**src/shared/uart_ccs_pkg.sv**
```systemverilog
package uart_ccs_pkg;
    // ----------------------------------------------------------------
    // sizes
    // ----------------------------------------------------------------
    localparam int CHANNELS   = 2;
    localparam int FIFO_DEPTH = 8;
    localparam int PTR_W      = 3;
    localparam int ADDR_W     = 7;
    // ----------------------------------------------------------------
    // register indexes (byte address = 4 * index)
    // ----------------------------------------------------------------
    localparam logic [4:0] IDX_CMD_A    = 5'h01;
    localparam logic [4:0] IDX_DATA_A   = 5'h03;
    localparam logic [4:0] IDX_CMD_B    = 5'h09;
    localparam logic [4:0] IDX_DATA_B   = 5'h0B;
    localparam logic [4:0] IDX_OUT_CFG  = 5'h0D;
    localparam logic [4:0] IDX_OUT_SET  = 5'h0E;
    localparam logic [4:0] IDX_ERR_MODE = 5'h10;
    // ----------------------------------------------------------------
    // command fields and codes
    // ----------------------------------------------------------------
    localparam int         CMD_RX_EN   = 0;
    localparam int         CMD_RX_DIS  = 1;
    localparam int         CMD_TX_EN   = 2;
    localparam int         CMD_TX_DIS  = 3;
    localparam int         MISC_LSB    = 4;
    localparam logic [3:0] MISC_RST_ERR = 4'h4;
    localparam logic [3:0] MISC_RST_RX  = 4'h2;
    // ----------------------------------------------------------------
    // output configuration fields and reset values
    // ----------------------------------------------------------------
    localparam int         CFG_PIN7    = 7;
    localparam int         CFG_PIN6    = 6;
    localparam int         CFG_PIN5    = 5;
    localparam int         CFG_PIN4    = 4;
    localparam int         CFG_PIN3_LSB = 2;
    localparam logic [1:0] PIN3_LATCH  = 2'h0;
    localparam logic [1:0] PIN3_TIMER  = 2'h1;
    localparam logic [1:0] PIN3_TXCLK  = 2'h2;
    localparam logic [1:0] PIN3_RXCLK  = 2'h3;
    localparam logic [7:0] OUT_CFG_RST = 8'h00;
    localparam logic [7:0] LATCH_RST   = 8'h00;
    // ----------------------------------------------------------------
    // carriers
    // ----------------------------------------------------------------
    typedef struct packed {
        logic       brk;
        logic       frm;
        logic       par;
        logic [7:0] data;
    } rx_char_s;

    typedef struct packed {
        logic     valid;
        rx_char_s ch;
    } rx_in_s;

    typedef struct packed {
        logic                          rx_en;
        logic                          tx_en;
        rx_char_s [FIFO_DEPTH-1:0]     fifo;
        logic     [PTR_W-1:0]          wr_ptr;
        logic     [PTR_W-1:0]          rd_ptr;
        logic     [PTR_W:0]            count;
        logic     [2:0]                blk_err;
        logic                          overrun;
        logic                          tx_load;
        logic     [7:0]                tx_char;
    } chan_s;

    typedef struct packed {
        chan_s [CHANNELS-1:0] ch;
        logic  [7:0]          out_cfg;
        logic  [7:0]          out_latch;
        logic  [1:0]          blk_mode;
        logic                 ack;
        logic  [31:0]         rdata;
    } state_s;
endpackage : uart_ccs_pkg

```
**src/design/uart_channel_command_status.sv**
```systemverilog
module uart_channel_command_status (
    input  wire logic                                   ref_clk,
    input  wire logic                                   arst_n,
    input  wire logic [uart_ccs_pkg::ADDR_W-1:0]        address,
    input  wire logic                                   read,
    input  wire logic                                   write,
    input  wire logic [31:0]                            writedata,
    input  wire logic [3:0]                             byteenable,
    output logic      [31:0]                            readdata,
    output logic                                        waitrequest,
    input  wire uart_ccs_pkg::rx_in_s [1:0]             rx_in,
    input  wire logic [1:0]                             transmitter_ready,
    input  wire logic [1:0]                             transmitter_empty,
    output logic      [1:0]                             tx_load,
    output logic      [15:0]                            tx_char,
    input  wire logic                                   counter_timer_out,
    input  wire logic                                   tx_clock_chan_a,
    input  wire logic                                   rx_clock_chan_a,
    output logic      [7:0]                             out_pin
);
    import uart_ccs_pkg::*;

    // ----------------------------------------------------------------
    // helpers
    // ----------------------------------------------------------------
    function automatic logic [4:0] cmd_index(input int c);
        return (c == 1) ? IDX_CMD_B : IDX_CMD_A;
    endfunction : cmd_index

    function automatic logic [4:0] data_index(input int c);
        return (c == 1) ? IDX_DATA_B : IDX_DATA_A;
    endfunction : data_index

    state_s          s_q;
    state_s          s_d;
    logic            req;
    logic            do_write;
    logic            do_read;
    logic [4:0]      idx;
    logic [7:0]      wb;
    rx_char_s [1:0]  head;
    logic [1:0]      not_empty;
    logic [1:0]      fifo_full;
    logic [1:0]      tx_rdy;
    logic [2:0]      err_view [2];
    logic [7:0]      status [2];
    logic [1:0]      wr_cmd;
    logic [1:0]      push;
    logic [1:0]      pop;

    // ----------------------------------------------------------------
    // bus decode
    // ----------------------------------------------------------------
    assign req         = read | write;
    assign do_write    = write & s_q.ack & byteenable[0];
    assign do_read     = read & s_q.ack;
    assign idx         = address[ADDR_W-1:2];
    assign wb          = writedata[7:0];
    assign waitrequest = req & ~s_q.ack;
    assign readdata    = s_q.rdata;

    // ----------------------------------------------------------------
    // channel views
    // ----------------------------------------------------------------
    always_comb begin
        for (int c = 0; c < CHANNELS; c++) begin
            head[c]      = s_q.ch[c].fifo[s_q.ch[c].rd_ptr];
            not_empty[c] = (s_q.ch[c].count != '0);
            fifo_full[c] = (s_q.ch[c].count == (PTR_W+1)'(FIFO_DEPTH));
            tx_rdy[c]    = transmitter_ready[c] & s_q.ch[c].tx_en;
            // block mode shows accumulated flags, character mode the head's
            if (s_q.blk_mode[c]) begin
                err_view[c] = s_q.ch[c].blk_err;
            end else begin
                err_view[c] = not_empty[c] ? {head[c].brk, head[c].frm, head[c].par} : 3'h0;
            end
            status[c]    = {err_view[c], s_q.ch[c].overrun, transmitter_empty[c],
                            tx_rdy[c], fifo_full[c], not_empty[c]};
            wr_cmd[c]    = do_write && (idx == cmd_index(c));
            pop[c]       = do_read && (idx == data_index(c)) && not_empty[c];
            push[c]      = rx_in[c].valid && s_q.ch[c].rx_en && !fifo_full[c];
        end
    end

    // ----------------------------------------------------------------
    // next state
    // ----------------------------------------------------------------
    always_comb begin
        s_d     = s_q;
        s_d.ack = req & ~s_q.ack;
        for (int c = 0; c < CHANNELS; c++) begin
            s_d.ch[c].tx_load = 1'b0;
            if (wr_cmd[c]) begin
                if (wb[CMD_RX_EN]) begin
                    s_d.ch[c].rx_en = 1'b1;
                end
                if (wb[CMD_RX_DIS]) begin
                    s_d.ch[c].rx_en = 1'b0;
                end
                if (wb[CMD_TX_EN]) begin
                    s_d.ch[c].tx_en = 1'b1;
                end
                if (wb[CMD_TX_DIS]) begin
                    s_d.ch[c].tx_en = 1'b0;
                end
                if (wb[7:MISC_LSB] == MISC_RST_ERR) begin
                    s_d.ch[c].blk_err = 3'h0;
                    s_d.ch[c].overrun = 1'b0;
                    for (int e = 0; e < FIFO_DEPTH; e++) begin
                        s_d.ch[c].fifo[e].brk = 1'b0;
                        s_d.ch[c].fifo[e].frm = 1'b0;
                        s_d.ch[c].fifo[e].par = 1'b0;
                    end
                end
                if (wb[7:MISC_LSB] == MISC_RST_RX) begin
                    s_d.ch[c].rx_en   = 1'b0;
                    s_d.ch[c].blk_err = 3'h0;
                    s_d.ch[c].overrun = 1'b0;
                    s_d.ch[c].wr_ptr  = '0;
                    s_d.ch[c].rd_ptr  = '0;
                    s_d.ch[c].count   = '0;
                end
            end
            // in character mode a character read retires its flags with it
            if (pop[c]) begin
                s_d.ch[c].rd_ptr = PTR_W'(s_d.ch[c].rd_ptr + 1'b1);
                s_d.ch[c].count  = (PTR_W+1)'(s_d.ch[c].count - 1'b1);
            end
            // arrivals after the clears so a new flag is never lost
            if (push[c]) begin
                s_d.ch[c].fifo[s_d.ch[c].wr_ptr] = rx_in[c].ch;
                s_d.ch[c].wr_ptr  = PTR_W'(s_d.ch[c].wr_ptr + 1'b1);
                s_d.ch[c].count   = (PTR_W+1)'(s_d.ch[c].count + 1'b1);
                s_d.ch[c].blk_err = s_d.ch[c].blk_err
                                  | {rx_in[c].ch.brk, rx_in[c].ch.frm, rx_in[c].ch.par};
            end
            if (rx_in[c].valid && s_q.ch[c].rx_en && fifo_full[c] && !pop[c]) begin
                s_d.ch[c].overrun = 1'b1;
            end
            if (do_write && (idx == data_index(c)) && tx_rdy[c]) begin
                s_d.ch[c].tx_load = 1'b1;
                s_d.ch[c].tx_char = wb;
            end
        end
        if (do_write && (idx == IDX_OUT_CFG)) begin
            s_d.out_cfg = wb;
        end
        if (do_write && (idx == IDX_OUT_SET)) begin
            s_d.out_latch = s_q.out_latch | wb;
        end
        if (do_write && (idx == IDX_ERR_MODE)) begin
            s_d.blk_mode = wb[1:0];
        end
        if (req && !s_q.ack) begin
            unique case (idx)
                IDX_CMD_A:    s_d.rdata = {24'h000000, status[0]};
                IDX_CMD_B:    s_d.rdata = {24'h000000, status[1]};
                IDX_DATA_A:   s_d.rdata = {24'h000000, head[0].data};
                IDX_DATA_B:   s_d.rdata = {24'h000000, head[1].data};
                IDX_ERR_MODE: s_d.rdata = {30'h00000000, s_q.blk_mode};
                default:      s_d.rdata = 32'h00000000;
            endcase
        end
    end

    // ----------------------------------------------------------------
    // state register
    // ----------------------------------------------------------------
    always_ff @(posedge ref_clk or negedge arst_n) begin
        if (!arst_n) begin
            s_q           <= '0;
            s_q.out_cfg   <= OUT_CFG_RST;
            s_q.out_latch <= LATCH_RST;
        end else begin
            s_q <= s_d;
        end
    end

    // ----------------------------------------------------------------
    // outputs
    // ----------------------------------------------------------------
    logic [1:0] pin3_sel;
    logic       pin3_src;

    assign pin3_sel = s_q.out_cfg[CFG_PIN3_LSB +: 2];

    always_comb begin
        unique case (pin3_sel)
            PIN3_LATCH: pin3_src = ~s_q.out_latch[3];
            PIN3_TIMER: pin3_src = counter_timer_out;
            PIN3_TXCLK: pin3_src = tx_clock_chan_a;
            PIN3_RXCLK: pin3_src = rx_clock_chan_a;
        endcase
    end

    assign out_pin[7]   = s_q.out_cfg[CFG_PIN7] ? tx_rdy[1] : ~s_q.out_latch[7];
    assign out_pin[6]   = s_q.out_cfg[CFG_PIN6] ? tx_rdy[0] : ~s_q.out_latch[6];
    assign out_pin[5]   = s_q.out_cfg[CFG_PIN5] ? not_empty[1] : ~s_q.out_latch[5];
    assign out_pin[4]   = s_q.out_cfg[CFG_PIN4] ? not_empty[0] : ~s_q.out_latch[4];
    assign out_pin[3]   = pin3_src;
    assign out_pin[2:0] = ~s_q.out_latch[2:0];
    assign tx_load      = {s_q.ch[1].tx_load, s_q.ch[0].tx_load};
    assign tx_char      = {s_q.ch[1].tx_char, s_q.ch[0].tx_char};

    // ----------------------------------------------------------------
    // checks
    // ----------------------------------------------------------------
    AST_RX_ENABLE: assert property (@(posedge ref_clk) disable iff (!arst_n)
        wr_cmd[0] && wb[CMD_RX_EN] && !wb[CMD_RX_DIS] && (wb[7:MISC_LSB] != MISC_RST_RX)
        |=> s_q.ch[0].rx_en)
        else $error("receiver enable not applied");

    AST_DISABLE_WINS: assert property (@(posedge ref_clk) disable iff (!arst_n)
        wr_cmd[0] && wb[CMD_TX_EN] && wb[CMD_TX_DIS] |=> !s_q.ch[0].tx_en)
        else $error("disable did not win");

    AST_TX_REFUSED: assert property (@(posedge ref_clk) disable iff (!arst_n)
        do_write && (idx == IDX_DATA_A) && !s_q.ch[0].tx_en |=> !tx_load[0])
        else $error("disabled transmitter loaded");

    AST_STATUS_LIVE: assert property (@(posedge ref_clk) disable iff (!arst_n)
        req && !s_q.ack && (idx == IDX_CMD_A)
        |=> (readdata[3] == $past(transmitter_empty[0])) && (readdata[2] == $past(tx_rdy[0]))
            && (readdata[1] == $past(fifo_full[0])) && (readdata[0] == $past(not_empty[0])))
        else $error("status low bits wrong");

    AST_HEAD_FLAGS: assert property (@(posedge ref_clk) disable iff (!arst_n)
        req && !s_q.ack && (idx == IDX_CMD_A) && !s_q.blk_mode[0] && not_empty[0]
        |=> (readdata[7] == $past(head[0].brk)) && (readdata[6] == $past(head[0].frm))
            && (readdata[5] == $past(head[0].par)))
        else $error("status flags not from head");

    AST_CHAR_DROP: assert property (@(posedge ref_clk) disable iff (!arst_n)
        pop[0] && !s_q.blk_mode[0] && (s_q.ch[0].count == 4'h1) && !push[0]
        |=> err_view[0] == 3'h0)
        else $error("flags kept after read");

    AST_BLOCK_KEEP: assert property (@(posedge ref_clk) disable iff (!arst_n)
        s_q.blk_mode[0] && !wr_cmd[0] |=> (s_q.ch[0].blk_err & $past(s_q.ch[0].blk_err))
                                         == $past(s_q.ch[0].blk_err))
        else $error("block error flags lost");

    AST_ERR_RESET: assert property (@(posedge ref_clk) disable iff (!arst_n)
        wr_cmd[0] && (wb[7:MISC_LSB] == MISC_RST_ERR) && !push[0] |=> s_q.ch[0].blk_err == 3'h0)
        else $error("error reset ignored");

    AST_BIT_SET: assert property (@(posedge ref_clk) disable iff (!arst_n)
        do_write && (idx == IDX_OUT_SET) |=> s_q.out_latch == ($past(s_q.out_latch) | $past(wb)))
        else $error("bit set wrong");

    AST_PIN_INV: assert property (@(posedge ref_clk) disable iff (!arst_n)
        !s_q.out_cfg[CFG_PIN7] |-> out_pin[7] == !s_q.out_latch[7])
        else $error("pin not inverted");

    AST_PIN6_TRANSMITTER_READY: assert property (@(posedge ref_clk) disable iff (!arst_n)
        s_q.out_cfg[CFG_PIN6] |-> out_pin[6] == (transmitter_ready[0] && s_q.ch[0].tx_en))
        else $error("pin 6 source wrong");

    AST_PIN3_TIMER: assert property (@(posedge ref_clk) disable iff (!arst_n)
        pin3_sel == PIN3_TIMER |-> out_pin[3] == counter_timer_out)
        else $error("pin 3 source wrong");

    AST_PIN3_LATCH: assert property (@(posedge ref_clk) disable iff (!arst_n)
        pin3_sel == PIN3_LATCH |-> out_pin[3] == !s_q.out_latch[3])
        else $error("pin 3 latch source wrong");

    AST_PIN7_TRANSMITTER_READY: assert property (@(posedge ref_clk) disable iff (!arst_n)
        s_q.out_cfg[CFG_PIN7] |-> out_pin[7] == (transmitter_ready[1] && s_q.ch[1].tx_en))
        else $error("pin 7 source wrong");

    AST_PIN5_RECEIVER_READY: assert property (@(posedge ref_clk) disable iff (!arst_n)
        s_q.out_cfg[CFG_PIN5] |-> out_pin[5] == (s_q.ch[1].count != 4'h0))
        else $error("pin 5 source wrong");

    AST_PIN4_RECEIVER_READY: assert property (@(posedge ref_clk) disable iff (!arst_n)
        s_q.out_cfg[CFG_PIN4] |-> out_pin[4] == (s_q.ch[0].count != 4'h0))
        else $error("pin 4 source wrong");

    AST_TX_LOAD: assert property (@(posedge ref_clk) disable iff (!arst_n)
        do_write && (idx == IDX_DATA_A) && transmitter_ready[0] && s_q.ch[0].tx_en
        |=> tx_load[0] && (tx_char[7:0] == $past(wb)))
        else $error("enabled transmitter not loaded");

    AST_PUSH_FLAGS: assert property (@(posedge ref_clk) disable iff (!arst_n)
        rx_in[0].valid && s_q.ch[0].rx_en && (s_q.ch[0].count != 4'h8) && !wr_cmd[0]
        |=> s_q.ch[0].fifo[$past(s_q.ch[0].wr_ptr)] == $past(rx_in[0].ch))
        else $error("character flags not stored");

    AST_OVERRUN_SET: assert property (@(posedge ref_clk) disable iff (!arst_n)
        rx_in[0].valid && s_q.ch[0].rx_en && (s_q.ch[0].count == 4'h8) && !pop[0]
        |=> s_q.ch[0].overrun)
        else $error("overrun not flagged");

    AST_RX_REFUSED: assert property (@(posedge ref_clk) disable iff (!arst_n)
        rx_in[0].valid && !s_q.ch[0].rx_en && !wr_cmd[0] && !pop[0]
        |=> s_q.ch[0].count == $past(s_q.ch[0].count))
        else $error("disabled receiver stored a character");

    AST_RX_DISABLE_WINS: assert property (@(posedge ref_clk) disable iff (!arst_n)
        wr_cmd[1] && wb[CMD_RX_EN] && wb[CMD_RX_DIS] |=> !s_q.ch[1].rx_en)
        else $error("receiver disable did not win");
endmodule : uart_channel_command_status

```
**config.mk**
```make
export PLATFORM = sky130hd
export DESIGN_NAME = uart_channel_command_status
export DESIGN_NICKNAME = d
export VERILOG_FILES = /design/src/shared/uart_ccs_pkg.sv /design/src/design/uart_channel_command_status.sv
export SDC_FILE = /design/constraint.sdc
export NUM_CORES = 1
export LEC_CHECK = 0
export CAP_MARGIN = 20
export CORE_ASPECT_RATIO = 1.2
export CORE_UTILIZATION = 69
export DETAILED_ROUTE_END_ITERATION = 16
export DONT_BUFFER_PORTS = 1
export PLACE_DENSITY_LB_ADDON = 0.12
export SLEW_MARGIN = 20
export SYNTH_ARGS = -nofsm -noshare
export SYNTH_HDL_FRONTEND = slang
export SYNTH_SLANG_ARGS = --single-unit
```
**constraint.sdc**
```tcl
create_clock -name ref_clk -period 3.6 [get_ports ref_clk]
set_input_delay 0.72 -clock ref_clk [delete_from_list [all_inputs] [get_ports ref_clk]]
set_output_delay 0.72 -clock ref_clk [all_outputs]
set_load 0.005 [all_outputs]
```
==> results of run 1 <==
-- Yosys cell counts (4+ instances only) --
| library cell | count | share of area (%) |
|---|---|---|
| nand2b_1 | 9 | 0.46 |
| nand4_1 | 9 | 0.46 |
| nand3_1 | 29 | 1.2 |
| mux2_2 | 132 | 12 |
| mux4_2 | 45 | 8.3 |
| buf_4 | 57 | 3.5 |
| o21ai_0 | 48 | 2.0 |
| buf_2 | 16 | 0.66 |
| nor4_1 | 7 | 0.36 |
| and2_1 | 7 | 0.36 |
| dfrtp_1 | 251 | 52 |
| or2_2 | 4 | 0.21 |
| a21oi_1 | 20 | 0.82 |
| mux2i_1 | 24 | 2.0 |
| nor3_1 | 12 | 0.49 |
| xnor2_1 | 9 | 0.65 |
| buf_1 | 7 | 0.22 |
| xor2_1 | 7 | 0.50 |
| clkbuf_1 | 22 | 0.68 |
| nand2_1 | 201 | 6.2 |
| inv_1 | 9 | 0.28 |
| ha_1 | 6 | 0.62 |
| a21o_1 | 4 | 0.25 |
| o211ai_1 | 5 | 0.31 |
| o22ai_1 | 4 | 0.21 |
| or4_1 | 9 | 0.56 |
| nor2_1 | 20 | 0.62 |
-- per-layer routing --
| metal | vias to the layer above | GRT usage [%] | routed length [microns] |
|---|---|---|---|
| met4 | 0 | 15.1 | 1010 |
| met5 | - | 0 | 0 |
| met2 | 346 | 54.4 | 14600 |
| met1 | 4154 | 40.4 | 10500 |
| met3 | 78 | 6.09 | 1990 |
| li1 | 3510 | - | - |
-- worst paths after layout --
check,from,end,slack (ps),depth (start not counted)
max in group asynchronous,arst_n,async pin,3320,0
min in group ref_clk,writedata[3],s_q[162],290,1
max reg2reg,s_q[66],register,840,4
max,s_q[66],register,840,4
min,arst_n,pin3_sel[1],-100,0
min reg2reg,s_q[38],s_q[38],450,2
-- power by group --
group	internal (W)	switching, W
Combinational	0.000569	0.000487
Clock	0.00162	0.00106
Sequential	0.00320	0.000316
-- cells by family (layout without fill, tap and decap cells) --
family	count (synthesis)	after routing
adder cells (fa/ha/maj)	6	6
XOR/XNOR	16	16
multiplexers	201	201
AND/OR/NAND/NOR	333	333
AO/OA/AOI/OAI	103	103
buffers and inverters	113	85
other	1	24
flip-flops	251	251
-- metrics by stage --
stage | hold slack [ps] | instances | cell area, sq um | power (W)
detailed placement | 429 | 1190 | 12100 | 0.00459
CTS | -115 | 1234 | 13000 | 0.00728
global placement | 429 | 1190 | 12100 | 0.00448
finish | -99.2 | 1235 | 13000 | 0.00726
floorplan | 412 | 1047 | 12200 | 0.00431
global route | -120 | 1235 | 13000 | 0.00755
-- worst register-to-register path, delay by kind of cell (launching register included) --
family / cells / cell delay (ps)
multiplexers: 1 / 420
flip-flops: 1 / 450
AND/OR/NAND/NOR: 3 / 1780
-- final cells by class --
class	count	area, sq um	area share (%)
Clock inverter	11	166	1.28
Tap cell	216	270	2.08
Inverter	9	33.8	0.260
Timing Repair Buffer	32	244	1.88
Sequential cell	251	6280	48.4
Clock buffer	33	686	5.28
Multi-Input combinational cell	683	5290	40.8
==> results.sh, run 1 <==
export IMPL_yosysWarnings=0
export IMPL_hp_class="input pin to async pin"
export IMPL_diodes=0
export IMPL_ys_ff_latch=251
export IMPL_finalWirelength_mm=28.1
export IMPL_numCtsBuffers=25
export IMPL_cts_resized=0
export IMPL_dp_hpwl_mm=19.0
export IMPL_avgSynthCellArea_sq_um=11.9
export IMPL_finalWorstSetupSlack_ps=842
export IMPL_setup_viol=0
export IMPL_dieArea_sq_um=18100
export IMPL_antenna_found_initial=0
export IMPL_wl_per_cell_microns=22.7
export IMPL_area_growth_pct=6.82
export IMPL_path_class="register to register"
export IMPL_cts_buffer_depth=3
export IMPL_h_tree_depth=1
export IMPL_clk_latency_ps=520
export IMPL_period_needed_ps=2760
export IMPL_mostFrequentLayoutCell="dfrtp_1"
export IMPL_p_per_area_nw_per_um2=560
export IMPL_grt_ovfl_total=0
export IMPL_synthArstFlopShare_pct=100
export IMPL_dp_slack_ps=581
export IMPL_final_util_pct=76.1
export IMPL_core_sq_um=17000
export IMPL_die_y_microns=147
export IMPL_slowest_stage="nor4b_1"
export IMPL_slew_viol_final=0
export IMPL_synth_compound_area_share_pct=5.25
export IMPL_cts_setup_buffers=0
export IMPL_clkTransAtPathRegs_ps=60
export IMPL_fin_crit_sh_pct=76.6
export IMPL_ios=137
export IMPL_grt_max_degree=252
export IMPL_fp_row_count=52
export IMPL_crit_path_start_kind="register"
export IMPL_grt_pass1_wl_mm=44.7
export IMPL_routabilityCongestion=0.902
export IMPL_synth_cells=1024
export IMPL_leakage_nw=6.00
export IMPL_cts_tree="built"
export IMPL_max_freq_ghz=0.363
export IMPL_drtIter0Drc=568
export IMPL_syn_area_sq_um=12100
export IMPL_synth_mux_area_share_pct=22.6
export IMPL_synth_top_family_by_area="multiplexers"
export IMPL_critPathMaxFanout=14
export IMPL_hold_viol_final=251
export IMPL_synth_cell_types=58
export IMPL_crit_family="simple AND/OR/NAND/NOR gates"
export IMPL_violations="negative hold slack"
export IMPL_synthAdderAreaFrac_pct=0.618
export IMPL_status="finished, violations left"
export IMPL_path_buf_inv=0
export IMPL_critical_path_max_stage_delay_ps=760
export IMPL_setup_tns_ps=0
export IMPL_drive_gt1_share_pct=26.0
export IMPL_clockRootBuffer="clkbuf_16"
export IMPL_dieWidth_microns=123
export IMPL_irDropWorstVdd_mv=0.447
export IMPL_worst_pin_slew_ps=933
export IMPL_vias=8088
export IMPL_dr_pass1_iters=5
export IMPL_final_cell_mix="dfrtp_1, nand2_1, mux2_2, o21ai_0, mux4_2"
export IMPL_initial_core_util_pct=71.3
export IMPL_synth_edf_count=0
export IMPL_synth_xor_area_share_pct=1.15
export IMPL_post_route_drc_count=0
export IMPL_port_buffers=0
export IMPL_synth_seq_area_share_pct=51.7
export IMPL_hold_ws_ps=-99.2
export IMPL_crit_required_ps=4000
export IMPL_critPathArrivalTime_ps=3160
export IMPL_fin_nets=1086
export IMPL_grtUsageTotal_pct=32.4
export IMPL_cts_sinks=251
export IMPL_drv_cap=0
export IMPL_synth_simple_area_share_pct=13.1
export IMPL_fillerInstances=1063
export IMPL_path_cells="nor4b_1, or2_2, or4_1, mux2_2"
export IMPL_viasPerCell=6.55
export IMPL_relSlewSlack_pct=37.0
export IMPL_grt_pass1_vias=8540
export IMPL_finClkSkew_ps=11.6
export IMPL_final_antenna_net_count=0
export IMPL_critPathCaptureType="register"
export IMPL_rsz0062_at_grt="no"
export IMPL_synthFlopType="dfrtp_1"
Note: power is estimated with default switching activity, not from simulation.
==> inputs of run 2 (changes only) <==
--- a/config.mk
+++ b/config.mk
@@ -7,7 +7,7 @@
 export LEC_CHECK = 0
 export CAP_MARGIN = 20
 export CORE_ASPECT_RATIO = 1.2
-export CORE_UTILIZATION = 69
+export CORE_UTILIZATION = 64
 export DETAILED_ROUTE_END_ITERATION = 16
 export DONT_BUFFER_PORTS = 1
 export PLACE_DENSITY_LB_ADDON = 0.12
==> constraint.sdc (replaced) <==
create_clock -name ref_clk -period 2.9 [get_ports ref_clk]
set_input_delay 0.58 -clock ref_clk [delete_from_list [all_inputs] [get_ports ref_clk]]
set_output_delay 0.58 -clock ref_clk [all_outputs]
set_load 0.005 [all_outputs]
==> results.sh, run 2 (synthesized netlist as in run 1, its figures left out) <==
export IMPL_diodes=0
export IMPL_swShare_pct=25.8
export IMPL_numCtsBuffers=25
export IMPL_pwr_share_clk_pct=35.2
export IMPL_setup_tns_ps=0
export IMPL_core_sq_um=18400
export IMPL_grt_max_degree=252
export IMPL_violations="negative hold slack"
export IMPL_clk_latency_ps=520
export IMPL_leakage_nw=6.08
export IMPL_relSlewSlack_pct=32.7
export IMPL_fin_nets=1102
export IMPL_grt_ovfl_total=0
export IMPL_critical_path_max_stage_delay_ps=850
export IMPL_dp_hpwl_mm=17.9
export IMPL_dp_slack_ps=350
export IMPL_dieArea_sq_um=19500
export IMPL_dieWidth_microns=128
export IMPL_fin_crit_sh_pct=85.7
export IMPL_cts_setup_buffers=0
export IMPL_viasPerCell=6.06
export IMPL_routabilityCongestion=0.867
export IMPL_area_growth_pct=8.29
export IMPL_slew_viol_final=0
export IMPL_wl_met2_mm=13.3
export IMPL_hp_class="input pin to async pin"
export IMPL_vias=7791
export IMPL_period_needed_ps=2490
export IMPL_drv_cap=0
export IMPL_dr_pass1_iters=5
export IMPL_slowest_stage="nor3_2"
export IMPL_path_cells="nor4b_1, buf_4, or2_2, nor3_2, mux2_2"
export IMPL_drtIter0Drc=444
export IMPL_path_class="register to register"
export IMPL_finalWirelength_mm=26.9
export IMPL_internal_power_w=0.00646
export IMPL_critPathArrivalTime_ps=2890
export IMPL_setup_viol=0
export IMPL_cts_tree="built"
export IMPL_fp_row_count=54
export IMPL_hold_viol_final=251
export IMPL_cts_sinks=251
export IMPL_max_freq_ghz=0.402
export IMPL_p_switching_w=0.00225
export IMPL_top_layer_used="met4"
export IMPL_clkTransAtPathRegs_ps=60
export IMPL_timing_rr_start="s_q[180]"
export IMPL_r2r_setup_slack_ps=410
export IMPL_wl_met1_mm=11.4
export IMPL_crit_family="simple AND/OR/NAND/NOR gates"
export IMPL_status="finished, violations left"
export IMPL_r2r_cells=5
export IMPL_die_y_microns=153
export IMPL_crit_required_ps=3300
export IMPL_critPathCaptureType="register"
export IMPL_crit_path_start_kind="register"
export IMPL_wl_met3_mm=1.55
export IMPL_drive_gt1_share_pct=27.5
export IMPL_h_tree_depth=1
export IMPL_critPathMaxFanout=9
export IMPL_hold_ws_ps=-248
export IMPL_p_per_area_nw_per_um2=662
export IMPL_path_buf_inv=1
export IMPL_rsz0062_at_grt="no"
export IMPL_post_route_drc_count=0
export IMPL_finalWorstSetupSlack_ps=413
export IMPL_grtUsageTotal_pct=28.8
export IMPL_initial_core_util_pct=66.1
export IMPL_seq_power_share_pct=49.6
export IMPL_mostFrequentLayoutCell="dfrtp_1"
export IMPL_final_antenna_net_count=0
export IMPL_combPwrFrac_pct=15.2
export IMPL_fin_total_pwr_w=0.00871
export IMPL_finClkSkew_ps=6.58
export IMPL_wl_per_cell_microns=20.9
export IMPL_port_buffers=0
export IMPL_clockRootBuffer="clkbuf_16"
export IMPL_grt_pass1_vias=8015
export IMPL_antenna_found_initial=0
export IMPL_ios=137
export IMPL_worst_pin_slew_ps=1000
export IMPL_cts_buffer_depth=3
export IMPL_final_cell_mix="dfrtp_1, nand2_1, mux2_2, o21ai_0, mux4_2"
export IMPL_irDropWorstVdd_mv=0.519
export IMPL_grt_pass1_wl_mm=43.4
run 2: cell count changes in the layout (fill, tap and decap cells not counted), moves of 2 or more:
cell        delta
buf_12         +6
buf_4         +11
bufinv_16      -3
clkinvlp_4     -2
nor3_1         -3
nor3_2         +3
nor4_1         -3
nor4_2         +4
run 2: metal layers:
layer	up-vias	track usage, %
met2	231	47.9
met4	0	9.69
met5	-	0
li1	3549	-
met1	3961	38.8
met3	50	4.69
run 2: final cells by class:
cell class	instances	area [sq um]
clock inverter	7	66.3
timing repair buffer	48	435
multi-input combinational	683	5320
clock buffer	35	703
inverter	9	33.8
fill	1314	5220
sequential	251	6280
tap	252	315
run 2: worst reg2reg max path: stages (launching register included):
cell and delay, ps:
dfrtp_1 400, nor4b_1 150, buf_4 150, or2_2 400, nor3_2 850, mux2_2 430
run 2: worst max path at each step:
stage / slack [ps] / depth (start not counted) / start / endpoint
6_report: 410 / 5 / s_q[180] / register
3_5_place_dp: 350 / 6 / writedata[6] / register
2_1_floorplan: 400 / 7 / writedata[6] / register
3_3_place_gp: 370 / 6 / writedata[6] / register
4_1_cts: 420 / 5 / s_q[180] / register
5_1_grt: 300 / 5 / s_q[180] / register
run 2: through the flow:
step | util [%] | instance area [sq um] | cells
after floorplan | - | 12200 | 1047
after global placement | 67.4 | 12400 | 1243
after detailed placement | 67.4 | 12400 | 1243
after CTS | 71.6 | 13200 | 1285
after global routing | 71.6 | 13200 | 1285
final | 71.6 | 13200 | 1285
run 2: repair_timing:
action	in CTS	in global routing
gates resized for setup	0	0
setup endpoints to repair	0	0
endpoints found under the hold margin	251	251
run 2: power by group through the flow:
stage               logic [W]  clock network, W  registers (W)
detailed placement    0.00132                 0        0.00437
global route          0.00146           0.00326        0.00438
global placement      0.00127                 0        0.00435
finish                0.00132           0.00307        0.00432
floorplan             0.00110                 0        0.00424
CTS                   0.00133           0.00313        0.00431
==> inputs of run 3 (changes only) <==
--- a/config.mk
+++ b/config.mk
@@ -7,9 +7,10 @@
 export LEC_CHECK = 0
 export CAP_MARGIN = 20
 export CORE_ASPECT_RATIO = 1.2
-export CORE_UTILIZATION = 64
+export CORE_UTILIZATION = 50
 export DETAILED_ROUTE_END_ITERATION = 16
 export DONT_BUFFER_PORTS = 1
+export GPL_TIMING_DRIVEN = 0
 export PLACE_DENSITY_LB_ADDON = 0.12
 export SLEW_MARGIN = 20
 export SYNTH_ARGS = -nofsm -noshare
==> results.sh, run 3 (synthesized netlist as in run 1, its figures left out) <==
export IMPL_hold_ws_ps=-256
export IMPL_grt_pass1_wl_mm=46.6
export IMPL_hold_viol_final=251
export IMPL_area_growth_pct=12.6
export IMPL_post_route_drc_count=0
export IMPL_dieArea_sq_um=24900
export IMPL_grt_ovfl_total=0
export IMPL_ios=137
export IMPL_timing_rr_start="s_q[32]"
export IMPL_finalWorstSetupSlack_ps=140
export IMPL_r2r_cells=5
export IMPL_path_cells="nand3_1, o41ai_4, nor3_1, buf_4, mux2_2"
export IMPL_finalWirelength_mm=29.1
export IMPL_fin_total_pwr_w=0.00941
export IMPL_routabilityCongestion=0.820
export IMPL_dp_hpwl_mm=19.9
export IMPL_dieWidth_microns=144
export IMPL_critPathMaxFanout=10
export IMPL_cts_sinks=251
export IMPL_rsz0062_at_grt="yes"
export IMPL_crit_family="simple AND/OR/NAND/NOR gates"
export IMPL_max_freq_ghz=0.362
export IMPL_p_per_area_nw_per_um2=688
export IMPL_worst_pin_slew_ps=970
export IMPL_crit_required_ps=3310
export IMPL_setup_viol=0
export IMPL_clkTransAtPathRegs_ps=60
export IMPL_drive_gt1_share_pct=29.9
export IMPL_status="finished, violations left"
export IMPL_r2r_setup_slack_ps=140
export IMPL_final_antenna_net_count=0
export IMPL_crit_path_start_kind="register"
export IMPL_dr_pass1_iters=5
export IMPL_final_cell_mix="dfrtp_1, nand2_1, mux2_2, buf_4, o21ai_0"
export IMPL_port_buffers=0
export IMPL_viasPerCell=5.57
export IMPL_clockRootBuffer="clkbuf_16"
export IMPL_critPathCaptureType="register"
export IMPL_slew_viol_final=0
export IMPL_cts_buffer_depth=3
export IMPL_wl_per_cell_microns=20.5
export IMPL_numCtsBuffers=27
export IMPL_critPathArrivalTime_ps=3170
export IMPL_die_y_microns=173
export IMPL_fp_row_count=62
export IMPL_grt_max_degree=252
export IMPL_fin_nets=1161
export IMPL_dp_slack_ps=-433
export IMPL_leakage_nw=6.34
export IMPL_grtUsageTotal_pct=24.6
export IMPL_clk_latency_ps=540
export IMPL_slowest_stage="nor3_1"
export IMPL_drtIter0Drc=369
export IMPL_hp_class="input pin to async pin"
export IMPL_initial_core_util_pct=50.8
export IMPL_h_tree_depth=1
export IMPL_diodes=0
export IMPL_grt_pass1_vias=8064
export IMPL_relSlewSlack_pct=34.8
export IMPL_cts_setup_buffers=0
export IMPL_fin_crit_sh_pct=95.2
export IMPL_core_sq_um=23900
export IMPL_critical_path_max_stage_delay_ps=810
export IMPL_path_buf_inv=1
export IMPL_violations="negative hold slack"
export IMPL_period_needed_ps=2760
export IMPL_cts_tree="built"
export IMPL_irDropWorstVdd_mv=0.455
export IMPL_drv_cap=0
export IMPL_finClkSkew_ps=17.4
export IMPL_mostFrequentLayoutCell="dfrtp_1"
export IMPL_vias=7894
export IMPL_antenna_found_initial=0
export IMPL_path_class="register to register"
[run 3: cell count changes in the layout (fill, tap and decap cells not counted), moves of 3 or more]
cell	delta
nor4_2	-3
clkinvlp_4	+3
bufinv_16	+4
clkbuf_1	+17
buf_1	+4
buf_4	+15
buf_12	-6
buf_2	+17
[run 3: layout make-up]
type / count / area (sq um)
plain buffers: 104 / 646
clock buffers: 34 / 762
clock inverters: 16 / 223
fillers: 2057 / 10200
inverters: 9 / 33.8
multi-input cells: 683 / 5330
flip-flops and latches: 251 / 6280
well taps: 320 / 400
repair buffers: 1 / 5.00
[run 3: worst max path at each step]
stage | start | end | cells after the start
global placement | address[2] | register | 6
global route | s_q[182] | readdata[6] | 7
floorplan | writedata[6] | register | 7
CTS | s_q[70] | readdata[5] | 7
detailed placement | address[2] | register | 6
finish | s_q[32] | register | 5
[run 3: through the flow]
step	utilization, %	cell area (sq um)	setup TNS, ps	std cells	hold WS (ps)
after floorplan	-	12200	0	1047	284
after global placement	52.9	12600	-8710	1367	292
after detailed placement	52.9	12600	-9080	1368	292
after CTS	57.1	13700	0	1418	-270
after global routing	57.2	13700	-44.6	1418	-277
final	57.2	13700	0	1418	-256
[run 3: report_power, final]
group | switching (W) | total [W] | leakage [nW] | internal [W]
logic | 0.000636 | 0.00136 | 2.45 | 0.000726
clock network | 0.00144 | 0.00374 | 0.476 | 0.00231
registers | 0.000334 | 0.00431 | 3.41 | 0.00397
total | 0.00241 | 0.00941 | 6.33 | 0.00701
[run 3: routing by layer]
metal	global-route usage [%]	wire (microns)	share of wire, %
met1	33.0	12400	43
met2	42.3	15000	52
met3	3.10	1120	3.9
met4	6.18	565	1.9
met5	0	0	0
[run 3: repair_timing]
| action | CTS | global route |
|---|---|---|
| gates resized for setup | 3 | 8 |
| hold endpoints to repair | 251 | 251 |
| setup endpoints to repair | 15 | 38 |
